--- src/design/fsr_pkg.sv ---
// package for the flash write status controller: constants, types and register map
// Functional notes
// - host polls at an address inside the unprotected sector being worked on
// - after timeout error host issues reset command; the controller only reports the failure, software must start the reset job
// - host reads full byte twice and compares toggle bit
// - toggling with timeout error set: recheck, still toggling means failure
// - after pausing monitoring host restarts toggle check from first step
package fsr_pkg;
  // software register byte offsets
  localparam logic [7:0] FSR_CTRL_OFS = 8'h00;
  localparam logic [7:0] FSR_ADDR_OFS = 8'h04;
  localparam logic [7:0] FSR_DATA_OFS = 8'h08;
  localparam logic [7:0] FSR_STAT_OFS = 8'h0C;
  localparam logic [7:0] FSR_LAST_OFS = 8'h10;
  // control field positions and operation codes
  localparam int FSR_CTRL_GO_POS = 0;
  localparam int FSR_CTRL_OP_LSB = 1;
  localparam logic [2:0] FSR_OP_PROG = 3'h0;
  localparam logic [2:0] FSR_OP_CHIP = 3'h1;
  localparam logic [2:0] FSR_OP_SECT = 3'h2;
  localparam logic [2:0] FSR_OP_SUSP = 3'h3;
  localparam logic [2:0] FSR_OP_RESM = 3'h4;
  localparam logic [2:0] FSR_OP_RST = 3'h5;
  localparam logic [2:0] FSR_OP_READ = 3'h6;
  // status byte bit positions
  localparam int FSR_POLL_BIT = 7;
  localparam int FSR_TOGL_BIT = 6;
  localparam int FSR_TOUT_BIT = 5;
  localparam int FSR_ESTG_BIT = 2;
  // command bytes and unlock addresses
  localparam logic [18:0] FSR_UNL1_ADDR = 19'h00555;
  localparam logic [18:0] FSR_UNL2_ADDR = 19'h002AA;
  localparam logic [7:0] FSR_UNL1_DATA = 8'hAA;
  localparam logic [7:0] FSR_UNL2_DATA = 8'h55;
  localparam logic [7:0] FSR_CMD_PROG = 8'hA0;
  localparam logic [7:0] FSR_CMD_ESET = 8'h80;
  localparam logic [7:0] FSR_CMD_CHIP = 8'h10;
  localparam logic [7:0] FSR_CMD_SECT = 8'h30;
  localparam logic [7:0] FSR_CMD_SUSP = 8'hB0;
  localparam logic [7:0] FSR_CMD_RST = 8'hF0;
  // bus cycle timing
  localparam int FSR_CLK_MHZ = 250;
  localparam int FSR_PULSE_NS = 100;
  localparam logic [7:0] FSR_PULSE_CYC = 8'((FSR_PULSE_NS * FSR_CLK_MHZ + 999) / 1000);
  // reset values
  localparam logic [31:0] FSR_ZERO_RST = 32'h0000_0000;
  // outcome codes
  localparam logic [1:0] FSR_RES_NONE = 2'h0;
  localparam logic [1:0] FSR_RES_OK = 2'h1;
  localparam logic [1:0] FSR_RES_FAIL = 2'h2;
  // pin group toward the flash
  typedef struct packed {
    logic [18:0] addr;
    logic ce_n;
    logic oe_n;
    logic we_n;
    logic [7:0] dq;
    logic dq_oe_n;
  } fsr_pins_t;
  // axi-lite response pair
  typedef struct packed {
    logic [31:0] data;
    logic [1:0] resp;
  } fsr_rsp_t;
endpackage

--- src/design/fsr_ctrl.sv ---
// host-side controller issuing flash commands and polling write status over the pins
`timescale 1ns/1ps
module fsr_ctrl (
  // clock and reset
  input wire logic core_clk_in,
  input wire logic arst_n_in,
  // axi4-lite write
  input wire logic s_awvalid_in,
  output logic s_awready_out,
  input wire logic [7:0] s_awaddr_in,
  input wire logic s_wvalid_in,
  output logic s_wready_out,
  input wire logic [31:0] s_wdata_in,
  input wire logic [3:0] s_wstrb_in,
  output logic s_bvalid_out,
  input wire logic s_bready_in,
  output logic [1:0] s_bresp_out,
  // axi4-lite read
  input wire logic s_arvalid_in,
  output logic s_arready_out,
  input wire logic [7:0] s_araddr_in,
  output logic s_rvalid_out,
  input wire logic s_rready_in,
  output fsr_pkg::fsr_rsp_t s_r_out,
  // flash pins
  output fsr_pkg::fsr_pins_t flash_out,
  input wire logic [7:0] dq_in
);
  import fsr_pkg::*;

  typedef enum logic [6:0] {
    ST_IDLE = 7'b0000001,
    ST_WSET = 7'b0000010,
    ST_WSTB = 7'b0000100,
    ST_RSET = 7'b0001000,
    ST_RSTB = 7'b0010000,
    ST_EVAL = 7'b0100000,
    ST_DONE = 7'b1000000
  } fsr_state_t;

  fsr_state_t state_reg;
  logic [7:0] dq_s1_reg, dq_s2_reg;
  logic [2:0] op_reg;
  logic [18:0] addr_reg;
  logic [7:0] data_reg;
  logic [2:0] step_reg;
  logic [7:0] cnt_reg;
  logic [7:0] prev_reg, last_reg;
  logic first_reg, recheck_reg, busy_reg;
  logic [1:0] result_reg;
  logic [18:0] cyc_addr;
  logic [7:0] cyc_data;
  logic [2:0] nsteps;
  logic wr_go, w_ok, r_ok;

  // two-stage synchroniser; the flash drives asynchronously to our clock
  always_ff @(posedge core_clk_in or negedge arst_n_in) begin
    if (!arst_n_in) begin
      dq_s1_reg <= 8'h00;
      dq_s2_reg <= 8'h00;
    end else begin
      dq_s1_reg <= dq_in;
      dq_s2_reg <= dq_s1_reg;
    end
  end

  // command table: each operation other than read is a list of write cycles
  always_comb begin
    cyc_addr = FSR_UNL1_ADDR;
    cyc_data = FSR_UNL1_DATA;
    case (op_reg)
      FSR_OP_PROG: nsteps = 3'd4;
      FSR_OP_CHIP, FSR_OP_SECT: nsteps = 3'd6;
      default: nsteps = 3'd1;
    endcase
    case (step_reg)
      3'd1, 3'd4: begin
        cyc_addr = FSR_UNL2_ADDR;
        cyc_data = FSR_UNL2_DATA;
      end
      3'd2: cyc_data = (op_reg == FSR_OP_PROG) ? FSR_CMD_PROG : FSR_CMD_ESET;
      3'd3: begin
        cyc_addr = (op_reg == FSR_OP_PROG) ? addr_reg : FSR_UNL1_ADDR;
        cyc_data = (op_reg == FSR_OP_PROG) ? data_reg : FSR_UNL1_DATA;
      end
      3'd5: begin
        cyc_addr = (op_reg == FSR_OP_SECT) ? addr_reg : FSR_UNL1_ADDR;
        cyc_data = (op_reg == FSR_OP_SECT) ? FSR_CMD_SECT : FSR_CMD_CHIP;
      end
      default: begin
        case (op_reg)
          FSR_OP_SUSP: cyc_data = FSR_CMD_SUSP;
          FSR_OP_RESM: cyc_data = FSR_CMD_SECT;
          FSR_OP_RST: cyc_data = FSR_CMD_RST;
          default: ;
        endcase
      end
    endcase
  end

  // axi-lite handshakes: write needs both channels, one transfer at a time
  assign w_ok = s_awvalid_in && s_wvalid_in && !s_bvalid_out;
  assign s_awready_out = w_ok;
  assign s_wready_out = w_ok;
  assign r_ok = s_arvalid_in && !s_rvalid_out;
  assign s_arready_out = r_ok;
  assign wr_go = w_ok && (s_awaddr_in == FSR_CTRL_OFS) && s_wstrb_in[0] && s_wdata_in[FSR_CTRL_GO_POS]
                 && !busy_reg;

  // software-written operands; busy guards against changes mid-sequence
  always_ff @(posedge core_clk_in or negedge arst_n_in) begin
    if (!arst_n_in) begin
      addr_reg <= FSR_ZERO_RST[18:0];
      data_reg <= FSR_ZERO_RST[7:0];
      op_reg <= FSR_ZERO_RST[2:0];
    end else if (w_ok && !busy_reg) begin
      if (s_awaddr_in == FSR_ADDR_OFS)
        addr_reg <= s_wdata_in[18:0];
      if (s_awaddr_in == FSR_DATA_OFS && s_wstrb_in[0])
        data_reg <= s_wdata_in[7:0];
      if (wr_go)
        op_reg <= s_wdata_in[FSR_CTRL_OP_LSB +: 3];
    end
  end

  // write response, slverr for unmapped offsets
  always_ff @(posedge core_clk_in or negedge arst_n_in) begin
    if (!arst_n_in) begin
      s_bvalid_out <= 1'b0;
      s_bresp_out <= 2'h0;
    end else if (w_ok) begin
      s_bvalid_out <= 1'b1;
      s_bresp_out <= (s_awaddr_in > FSR_LAST_OFS || s_awaddr_in[1:0] != 2'h0) ? 2'h2 : 2'h0;
    end else if (s_bready_in) begin
      s_bvalid_out <= 1'b0;
    end
  end

  // read data, one cycle after the address is taken
  always_ff @(posedge core_clk_in or negedge arst_n_in) begin
    if (!arst_n_in) begin
      s_rvalid_out <= 1'b0;
      s_r_out <= '0;
    end else if (r_ok) begin
      s_rvalid_out <= 1'b1;
      s_r_out.resp <= 2'h0;
      case (s_araddr_in)
        FSR_CTRL_OFS: s_r_out.data <= {28'h0000000, op_reg, busy_reg};
        FSR_ADDR_OFS: s_r_out.data <= {13'h0000, addr_reg};
        FSR_DATA_OFS: s_r_out.data <= {24'h000000, data_reg};
        FSR_STAT_OFS: s_r_out.data <= {29'h00000000, recheck_reg, result_reg};
        FSR_LAST_OFS: s_r_out.data <= {24'h000000, last_reg};
        default: begin
          s_r_out.data <= 32'h0000_0000;
          s_r_out.resp <= 2'h2;
        end
      endcase
    end else if (s_rready_in) begin
      s_rvalid_out <= 1'b0;
    end
  end

  // sequencer: write cycles, then toggle polling until the byte settles
  always_ff @(posedge core_clk_in or negedge arst_n_in) begin
    if (!arst_n_in) begin
      state_reg <= ST_IDLE;
      step_reg <= 3'd0;
      cnt_reg <= 8'h00;
      prev_reg <= 8'h00;
      last_reg <= 8'h00;
      first_reg <= 1'b0;
      recheck_reg <= 1'b0;
      busy_reg <= 1'b0;
      result_reg <= FSR_RES_NONE;
      flash_out <= {19'h00000, 1'b1, 1'b1, 1'b1, 8'h00, 1'b1};
    end else begin
      case (state_reg)
        ST_IDLE: begin
          if (wr_go) begin
            busy_reg <= 1'b1;
            step_reg <= 3'd0;
            first_reg <= 1'b1;
            recheck_reg <= 1'b0;
            result_reg <= FSR_RES_NONE;
            state_reg <= (s_wdata_in[FSR_CTRL_OP_LSB +: 3] == FSR_OP_READ) ? ST_RSET : ST_WSET;
          end
        end
        ST_WSET: begin
          flash_out.addr <= cyc_addr;
          flash_out.dq <= cyc_data;
          flash_out.dq_oe_n <= 1'b0;
          flash_out.ce_n <= 1'b0;
          flash_out.we_n <= 1'b0;
          cnt_reg <= FSR_PULSE_CYC;
          state_reg <= ST_WSTB;
        end
        ST_WSTB: begin
          if (cnt_reg != 8'h00) begin
            cnt_reg <= cnt_reg - 8'h01;
          end else begin
            // rising strobe edge latches data; final edge starts status reporting
            flash_out.we_n <= 1'b1;
            flash_out.ce_n <= 1'b1;
            flash_out.dq_oe_n <= 1'b1;
            if (step_reg == nsteps - 3'd1) begin
              // suspend, resume and reset need no polling
              state_reg <= (op_reg == FSR_OP_PROG || op_reg == FSR_OP_CHIP || op_reg == FSR_OP_SECT)
                           ? ST_RSET : ST_DONE;
              if (op_reg == FSR_OP_RST)
                result_reg <= FSR_RES_OK;
            end else begin
              step_reg <= step_reg + 3'd1;
              state_reg <= ST_WSET;
            end
          end
        end
        ST_RSET: begin
          // each read is a fresh oe/ce cycle so the toggle bit can advance
          flash_out.addr <= addr_reg;
          flash_out.ce_n <= 1'b0;
          flash_out.oe_n <= 1'b0;
          cnt_reg <= FSR_PULSE_CYC + 8'd2; // covers the two synchroniser stages
          state_reg <= ST_RSTB;
        end
        ST_RSTB: begin
          if (cnt_reg != 8'h00) begin
            cnt_reg <= cnt_reg - 8'h01;
          end else begin
            flash_out.oe_n <= 1'b1;
            flash_out.ce_n <= 1'b1;
            prev_reg <= last_reg; // older read kept so the toggle compare sees two distinct reads
            last_reg <= dq_s2_reg; // whole byte kept, poll bit alone is not trusted
            state_reg <= (op_reg == FSR_OP_READ) ? ST_DONE : ST_EVAL;
          end
        end
        ST_EVAL: begin
          // compare toggle bits of two back-to-back reads of the full byte
          first_reg <= 1'b0;
          if (first_reg) begin
            state_reg <= ST_RSET;
          end else if (prev_reg[FSR_TOGL_BIT] == last_reg[FSR_TOGL_BIT]) begin
            result_reg <= FSR_RES_OK;
            state_reg <= ST_DONE;
          end else if (recheck_reg) begin
            result_reg <= FSR_RES_FAIL;
            state_reg <= ST_DONE;
          end else begin
            // error bit seen while toggling: one more read, compared with this one, decides
            recheck_reg <= last_reg[FSR_TOUT_BIT];
            state_reg <= ST_RSET;
          end
        end
        ST_DONE: begin
          busy_reg <= 1'b0;
          step_reg <= 3'd0;
          state_reg <= ST_IDLE;
        end
        default: state_reg <= ST_IDLE;
      endcase
    end
  end

  // upper strobe lanes are ignored; the address register takes bits 18:0 whatever the strobes, every other field sits in byte lane 0
  logic unused_ok;
  assign unused_ok = ^s_wstrb_in[3:1];
endmodule

--- config.mk ---
export PLATFORM = sky130hd
export DESIGN_NAME = fsr_ctrl
export DESIGN_NICKNAME = d
export VERILOG_FILES = /design/src/design/fsr_pkg.sv /design/src/design/fsr_ctrl.sv
export SDC_FILE = /design/constraint.sdc
export NUM_CORES = 1
export LEC_CHECK = 0
export BUFFER_PORTS_ARGS = -buffer_cell sky130_fd_sc_hd__buf_2
export CORE_ASPECT_RATIO = 0.5
export CORE_MARGIN = 5
export CORE_UTILIZATION = 35
export DETAILED_ROUTE_END_ITERATION = 10
export GPL_ROUTABILITY_DRIVEN = 0
export PLACE_DENSITY = 0.7
export SYNTH_ARGS = -nofsm -noshare
export SYNTH_HDL_FRONTEND = slang
export SYNTH_SLANG_ARGS = --single-unit
--- constraint.sdc ---
create_clock -name core_clk_in -period 2.2 [get_ports core_clk_in]
set_input_delay 0.22 -clock core_clk_in [delete_from_list [all_inputs] [get_ports core_clk_in]]
set_output_delay 0.22 -clock core_clk_in [all_outputs]
set_load 0.02 [all_outputs]
==> results of run 1 <==
==> metal layers <==
layer / wire, um / vias to the layer above / global-route usage [%]
li1: - / 2256 / -
met1: 7200 / 2436 / 21.3
met2: 7850 / 175 / 26.0
met3: 1100 / 17 / 4.31
met4: 180 / 0 / 4.50
met5: 0 / - / 0
==> path summary, 6_finish.rpt <==
check                          startpoint  slack (ps)  depth (start not counted)             to
setup / recovery             s_bvalid_out          10                          5  result_reg[0]
hold / removal             s_wdata_in[11]          40                          2   addr_reg[11]
setup reg to reg             s_bvalid_out          10                          5  result_reg[0]
hold reg to reg              dq_s1_reg[1]         350                          0   dq_s2_reg[1]
max in group asynchronous       arst_n_in        1120                          3  flash_out[11]
min in group asynchronous       arst_n_in         360                          2      op_reg[1]
==> cells by family after synthesis <==
group / count (synthesis) / share of synthesized area (%)
other: 1 / 0.0623
multiplexers: 45 / 8.96
AND/OR/NAND/NOR: 207 / 17.2
AO/OA/AOI/OAI: 106 / 11.8
adder cells (fa/ha/maj): 7 / 1.46
flip-flops: 131 / 54.6
XOR/XNOR: 6 / 0.873
buffers and inverters: 55 / 5.05
==> worst reg2reg max path, cell delays in order, from the launching register on <==
cell and delay, ps:
dfrtp_2 400, nand3b_1 240, nand4bb_1 250, or3_4 420, a221oi_2 370, mux2_2 390
==> stage by stage <==
stage | instance area (sq um) | cells | utilization, %
after floorplan | 6090 | 572 | -
after global placement | 6960 | 899 | 41.9
after detailed placement | 6960 | 899 | 41.9
after CTS | 7690 | 943 | 46.4
after global routing | 7760 | 945 | 46.7
final | 7760 | 945 | 46.7
==> power breakdown <==
| part | leakage (nW) | internal, mW | total, mW | switching, mW |
|---|---|---|---|---|
| Sequential | 1.72 | 2.68 | 2.85 | 0.174 |
| Combinational | 1.87 | 0.522 | 1.40 | 0.874 |
| Clock | 0.295 | 1.63 | 2.88 | 1.25 |
| Total | 3.89 | 4.83 | 7.13 | 2.29 |
==> final cells by class <==
class / instances / area, sq um / share of cell area (%)
inverters: 13 / 48.8 / 0.629
multi-input cells: 388 / 2570 / 33.2
clock buffers: 17 / 425 / 5.48
clock inverters: 15 / 184 / 2.37
repair buffers: 154 / 956 / 12.3
well taps: 227 / 284 / 3.66
flip-flops and latches: 131 / 3290 / 42.4
==> synthesized netlist by cell type, types with 5 or more instances <==
cell type | count | area [sq um]
nor4_1 | 5 | 31.3
a22o_1 | 12 | 105
mux2_2 | 41 | 462
a221oi_1 | 5 | 43.8
o21ai_0 | 36 | 180
dfrtp_1 | 127 | 3180
a31oi_1 | 6 | 37.5
nor2b_1 | 6 | 37.5
nor3b_1 | 7 | 52.6
clkbuf_1 | 16 | 60.1
buf_4 | 17 | 128
a22oi_1 | 6 | 45.0
ha_1 | 7 | 87.6
inv_1 | 12 | 45.0
nor2_1 | 51 | 191
nand3_1 | 22 | 110
nor3_1 | 10 | 50.1
or3_1 | 5 | 31.3
a21oi_1 | 13 | 65.1
nand2_1 | 68 | 255
a221o_1 | 6 | 60.1
and2_1 | 5 | 31.3
==> what timing repair did <==
item                                   CTS  global route
pin swaps                                1             3
endpoints found under the hold margin   51             0
setup endpoints to repair               23            43
resized for setup                        1            14
buffers inserted                         1             0
gates cloned                             0             2
hold buffers                            11             0
==> reports/qor.yml, run 1 <==
outcome: "completed"
async_flop_share_pct: 100
post-route-period-util_pct: 99.5
drive_gt1_share_pct: 34.1
critPathMaxFanout: 3
synthesis.area_sq_um: 6020
ios: 139
fin_tns_setup_ps: 0
drv_cap: 0
slew_violations: 0
die_w_um: 195
p_per_area_nw_per_um2: 919
min_period_ps: 2190
cp.required_ps: 2500
cts_sinks: 131
clk_latency_ps: 420
clk_pin_slew_ps: 60
fp-row-count: 33
core_sq_um: 16600
port_buffers: 107
tightest_slew_ps: 651
synth_cells: 558
cts_tree: "built"
ys_warn_count: 0
dp_slack_ps: -48.9
hold_viol: 0
grt_max_degree: 47
crit_chain: "nand3b_1 -> nand4bb_1 -> or3_4 -> a221oi_2 -> mux2_2"
drtPass1Iterations: 6
diodes: 0
synth_seq_cells: 131
clk_path_buf_depth: 2
drt_iter0_drc: 327
die-height_um: 103
synth_top_flop_cell: "dfrtp_1"
relSlewSlack_pct: 56.6
final_net_count: 779
postRouteAntennaNets: 0
crit_arrival_ps: 2480
critPathLaunchType: "flop"
routed_via_density: 5.17
clock-skew-final_ps: 11.8
syn2layout_area_growth_pct: 28.9
critPathKind: "flop to flop"
grt.total_usage_pct: 16.0
dieArea_sq_um: 20100
synth_cell_type_count: 58
synth_edf_count: 0
largest_register_ffs: 30
root_buffer: "clkbuf_16"
max_freq_ghz: 0.457
ir_drop_mv: 0.615
hpwl_um: 11700
power_mw: 7.13
fin_hold_ws_ps: 35.3
wire_per_inst_um: 17.3
grt_first_pass_wirelength_um: 25500
yosysSeqAreaShare_pct: 54.6
critPathMaxStageDelay_ps: 420
path_buf_inv: 0
grt_pass1_vias: 4820
rsz0062_at_grt: "yes"
antenna_found_initial: 0
htreeDepth: 4
vias: 4884
crit_path_end_kind: "flop"
critPathSlowestCell: "or3_4"
fin_ws_ps: 10.9
crit_family: "simple AND/OR/NAND/NOR gates"
hold_class: "primary input to flop"
cts_made_buffers: 17
layout_commonest_cell: "dfrtp_1"
start_util_pct: 36.3
final_cell_mix: "dfrtp_1 (125), buf_2 (106), nand2_1 (67), nor2_1 (51), mux2_2 (41)"
wl_um: 16300
power_leakage_nw: 3.89
avgSynthCellArea_sq_um: 10.8
route.detailed.drc: 0
fillers: 1533
grt_overflow_total: 0
setup_violations: 0
Power figures use the tool's default switching activity.
==> inputs of run 2 (changes only) <==
--- a/config.mk
+++ b/config.mk
@@ -11,7 +11,7 @@
 export CORE_UTILIZATION = 35
 export DETAILED_ROUTE_END_ITERATION = 10
 export GPL_ROUTABILITY_DRIVEN = 0
-export PLACE_DENSITY = 0.7
+export PLACE_DENSITY = 0.68
 export SYNTH_ARGS = -nofsm -noshare
 export SYNTH_HDL_FRONTEND = slang
 export SYNTH_SLANG_ARGS = --single-unit
==> constraint.sdc (replaced) <==
create_clock -name core_clk_in -period 2.1 [get_ports core_clk_in]
set_input_delay 0.21 -clock core_clk_in [delete_from_list [all_inputs] [get_ports core_clk_in]]
set_output_delay 0.21 -clock core_clk_in [all_outputs]
set_load 0.02 [all_outputs]
==> run 2 against run 1 <==
Compared with the run above: the flow now finishes with violations (setup timing); die area unchanged; utilization increased by 1.3 points; critical path depth unchanged; final cell count rose by 1.6%; wire length rose by 0.39%; flip-flop and latch count stayed put; clock power increased by 5%; count of clock-buffer cells in the layout unchanged; maximum frequency increased by 1.7%; total power is 6.4% higher; combinational power increased by 11%; critical endpoint is now flash_out[30]; largest cell class unchanged; highest routed layer unchanged.
==> reports/qor.yml, run 2 (synthesis gave the netlist of run 1 again) <==
fin_ws_ps: -51.9  # -62.8 ps
drv_cap: 0  # unchanged
clk_pin_slew_ps: 70  # about the same
grt.total_usage_pct: 16.0  # +0.029 points
grt_overflow_total: 0  # unchanged
layout_commonest_cell: "dfrtp_1"
hpwl_um: 11700  # +0.21%
ir_drop_mv: 0.647  # +5.3%
cts_sinks: 131  # unchanged
dp_slack_ps: -80.5  # -31.6 ps
ios: 139  # unchanged
hold_viol: 0  # unchanged
crit_path_end_kind: "flop"
vias: 4933  # +1.0%
rsz0062_at_grt: "yes"
cts_made_buffers: 17  # unchanged
fin_util_pct: 48.0  # +1.3 points
grt_pass1_vias: 4814  # -0.12%
wire_per_inst_um: 17.1  # -1.2%
drive_gt1_share_pct: 36.8  # +2.7 points
post-route-period-util_pct: 102  # +3.0 points
clk_path_buf_depth: 2  # unchanged
syn2layout_area_growth_pct: 32.4
grt_max_degree: 49  # +4.3%
fp-row-count: 33  # unchanged
port_buffers: 107  # unchanged
start_util_pct: 36.3  # unchanged
die_w_um: 195  # unchanged
largest_register_ffs: 30  # unchanged
critPathMaxFanout: 12  # +9
critPathLaunchType: "flop"
root_buffer: "clkbuf_16"
dieArea_sq_um: 20100  # unchanged
clk_latency_ps: 420  # about the same
die-height_um: 103  # unchanged
final_cell_mix: "dfrtp_1 (125), buf_2 (106), nand2_1 (67), nor2_1 (49), buf_4 (45)"
htreeDepth: 4  # unchanged
drtPass1Iterations: 5  # -1
tightest_slew_ps: 549  # -102 ps
design_area_sq_um: 7970  # +2.7%
hold_class: "primary input to flop"
clock-skew-final_ps: 10.8  # -0.965 ps
max_freq_ghz: 0.465  # +1.7%
violations: "setup timing"
antenna_found_initial: 0  # unchanged
grt_first_pass_wirelength_um: 25500  # about the same
cts_tree: "built"
cp.required_ps: 2390  # -110 ps
relSlewSlack_pct: 63.4  # +6.8 points
postRouteAntennaNets: 0  # unchanged
min_period_ps: 2150  # -37.2 ps
crit_arrival_ps: 2450  # -30 ps
core_sq_um: 16600  # unchanged
power_leakage_nw: 3.96  # +1.8%
critPathKind: "flop to flop"
place_area_sq_um: 7090  # +1.9%
p_per_area_nw_per_um2: 951  # +3.5%
setup_violations: 20  # +20
diodes: 0  # unchanged
final_net_count: 794  # +1.9%
slew_violations: 0  # unchanged
drt_iter0_drc: 364  # +11%
outcome: "complete, but fails checks"
route.detailed.drc: 0  # unchanged
routed_via_density: 5.14  # -0.57%
wl_um: 16400  # +0.39%
run 2: cell types whose count changed in the layout (fill, tap and decap cells not counted), moves of 3 or more:
cell	before	now
o21ai_0	33	30
buf_4	34	45
inv_8	4	7
or4b_4	3	7
run 2: final cells by class:
class,count,area [sq um]
repair buffers,168,1080
fillers,1532,8630
well taps,227,284
clock inverters,15,176
clock buffers,17,425
inverters,13,48.8
flip-flops and latches,131,3290
multi-input cells,389,2670
run 2: routing by layer:
metal / share of wire (%) / global-route usage [%] / wire, um
met1: 45 / 21.5 / 7330
met2: 47 / 25.9 / 7710
met3: 6.7 / 3.85 / 1090
met4: 1.5 / 5.42 / 252
met5: 0 / 0 / 0
run 2: final timing paths:
path	depth (start not counted)	from	slack (ps)	to
setup reg to reg	5	state_reg[1]	-50	flash_out[30]
hold reg to reg	0	dq_s1_reg[2]	350	dq_s2_reg[2]
setup / recovery	5	state_reg[1]	-50	flash_out[30]
max in group asynchronous	3	arst_n_in	1120	flash_out[20]
hold / removal	2	s_wdata_in[15]	20	addr_reg[15]
min in group asynchronous	2	arst_n_in	320	flash_out[6]
run 2: power by group:
part	internal, mW	total (mW)	switching [mW]	leakage (nW)
Combinational	0.612	1.55	0.938	1.94
Clock	1.71	3.03	1.32	0.295
Sequential	2.81	3.00	0.193	1.72
Total	5.13	7.58	2.45	3.96
run 2: per-stage QoR:
step	TNS [ps]	power, mW	hold slack (ps)	std cells
detailed placement	-968	4.49	234	912
floorplan	-4850	3.94	-85.6	572
global placement	-663	4.46	223	912
CTS	-174	7.59	8.98	957
finish	-451	7.58	22.8	960
global route	-2150	7.96	15.9	960
run 2: critical path, stage by stage (launching register included):
cell and delay [ps]:
dfrtp_1 400, or4_4 550, or4b_4 510, and2_4 220, buf_12 160, a22o_1 190
run 2: timing repair:
action	in CTS	in global routing
hold buffers	11	0
endpoints found under the setup margin	34	62
setup buffers	1	1
cloned	1	2
endpoints found under the hold margin	42	0
pin swaps	8	10
resized for setup	9	21
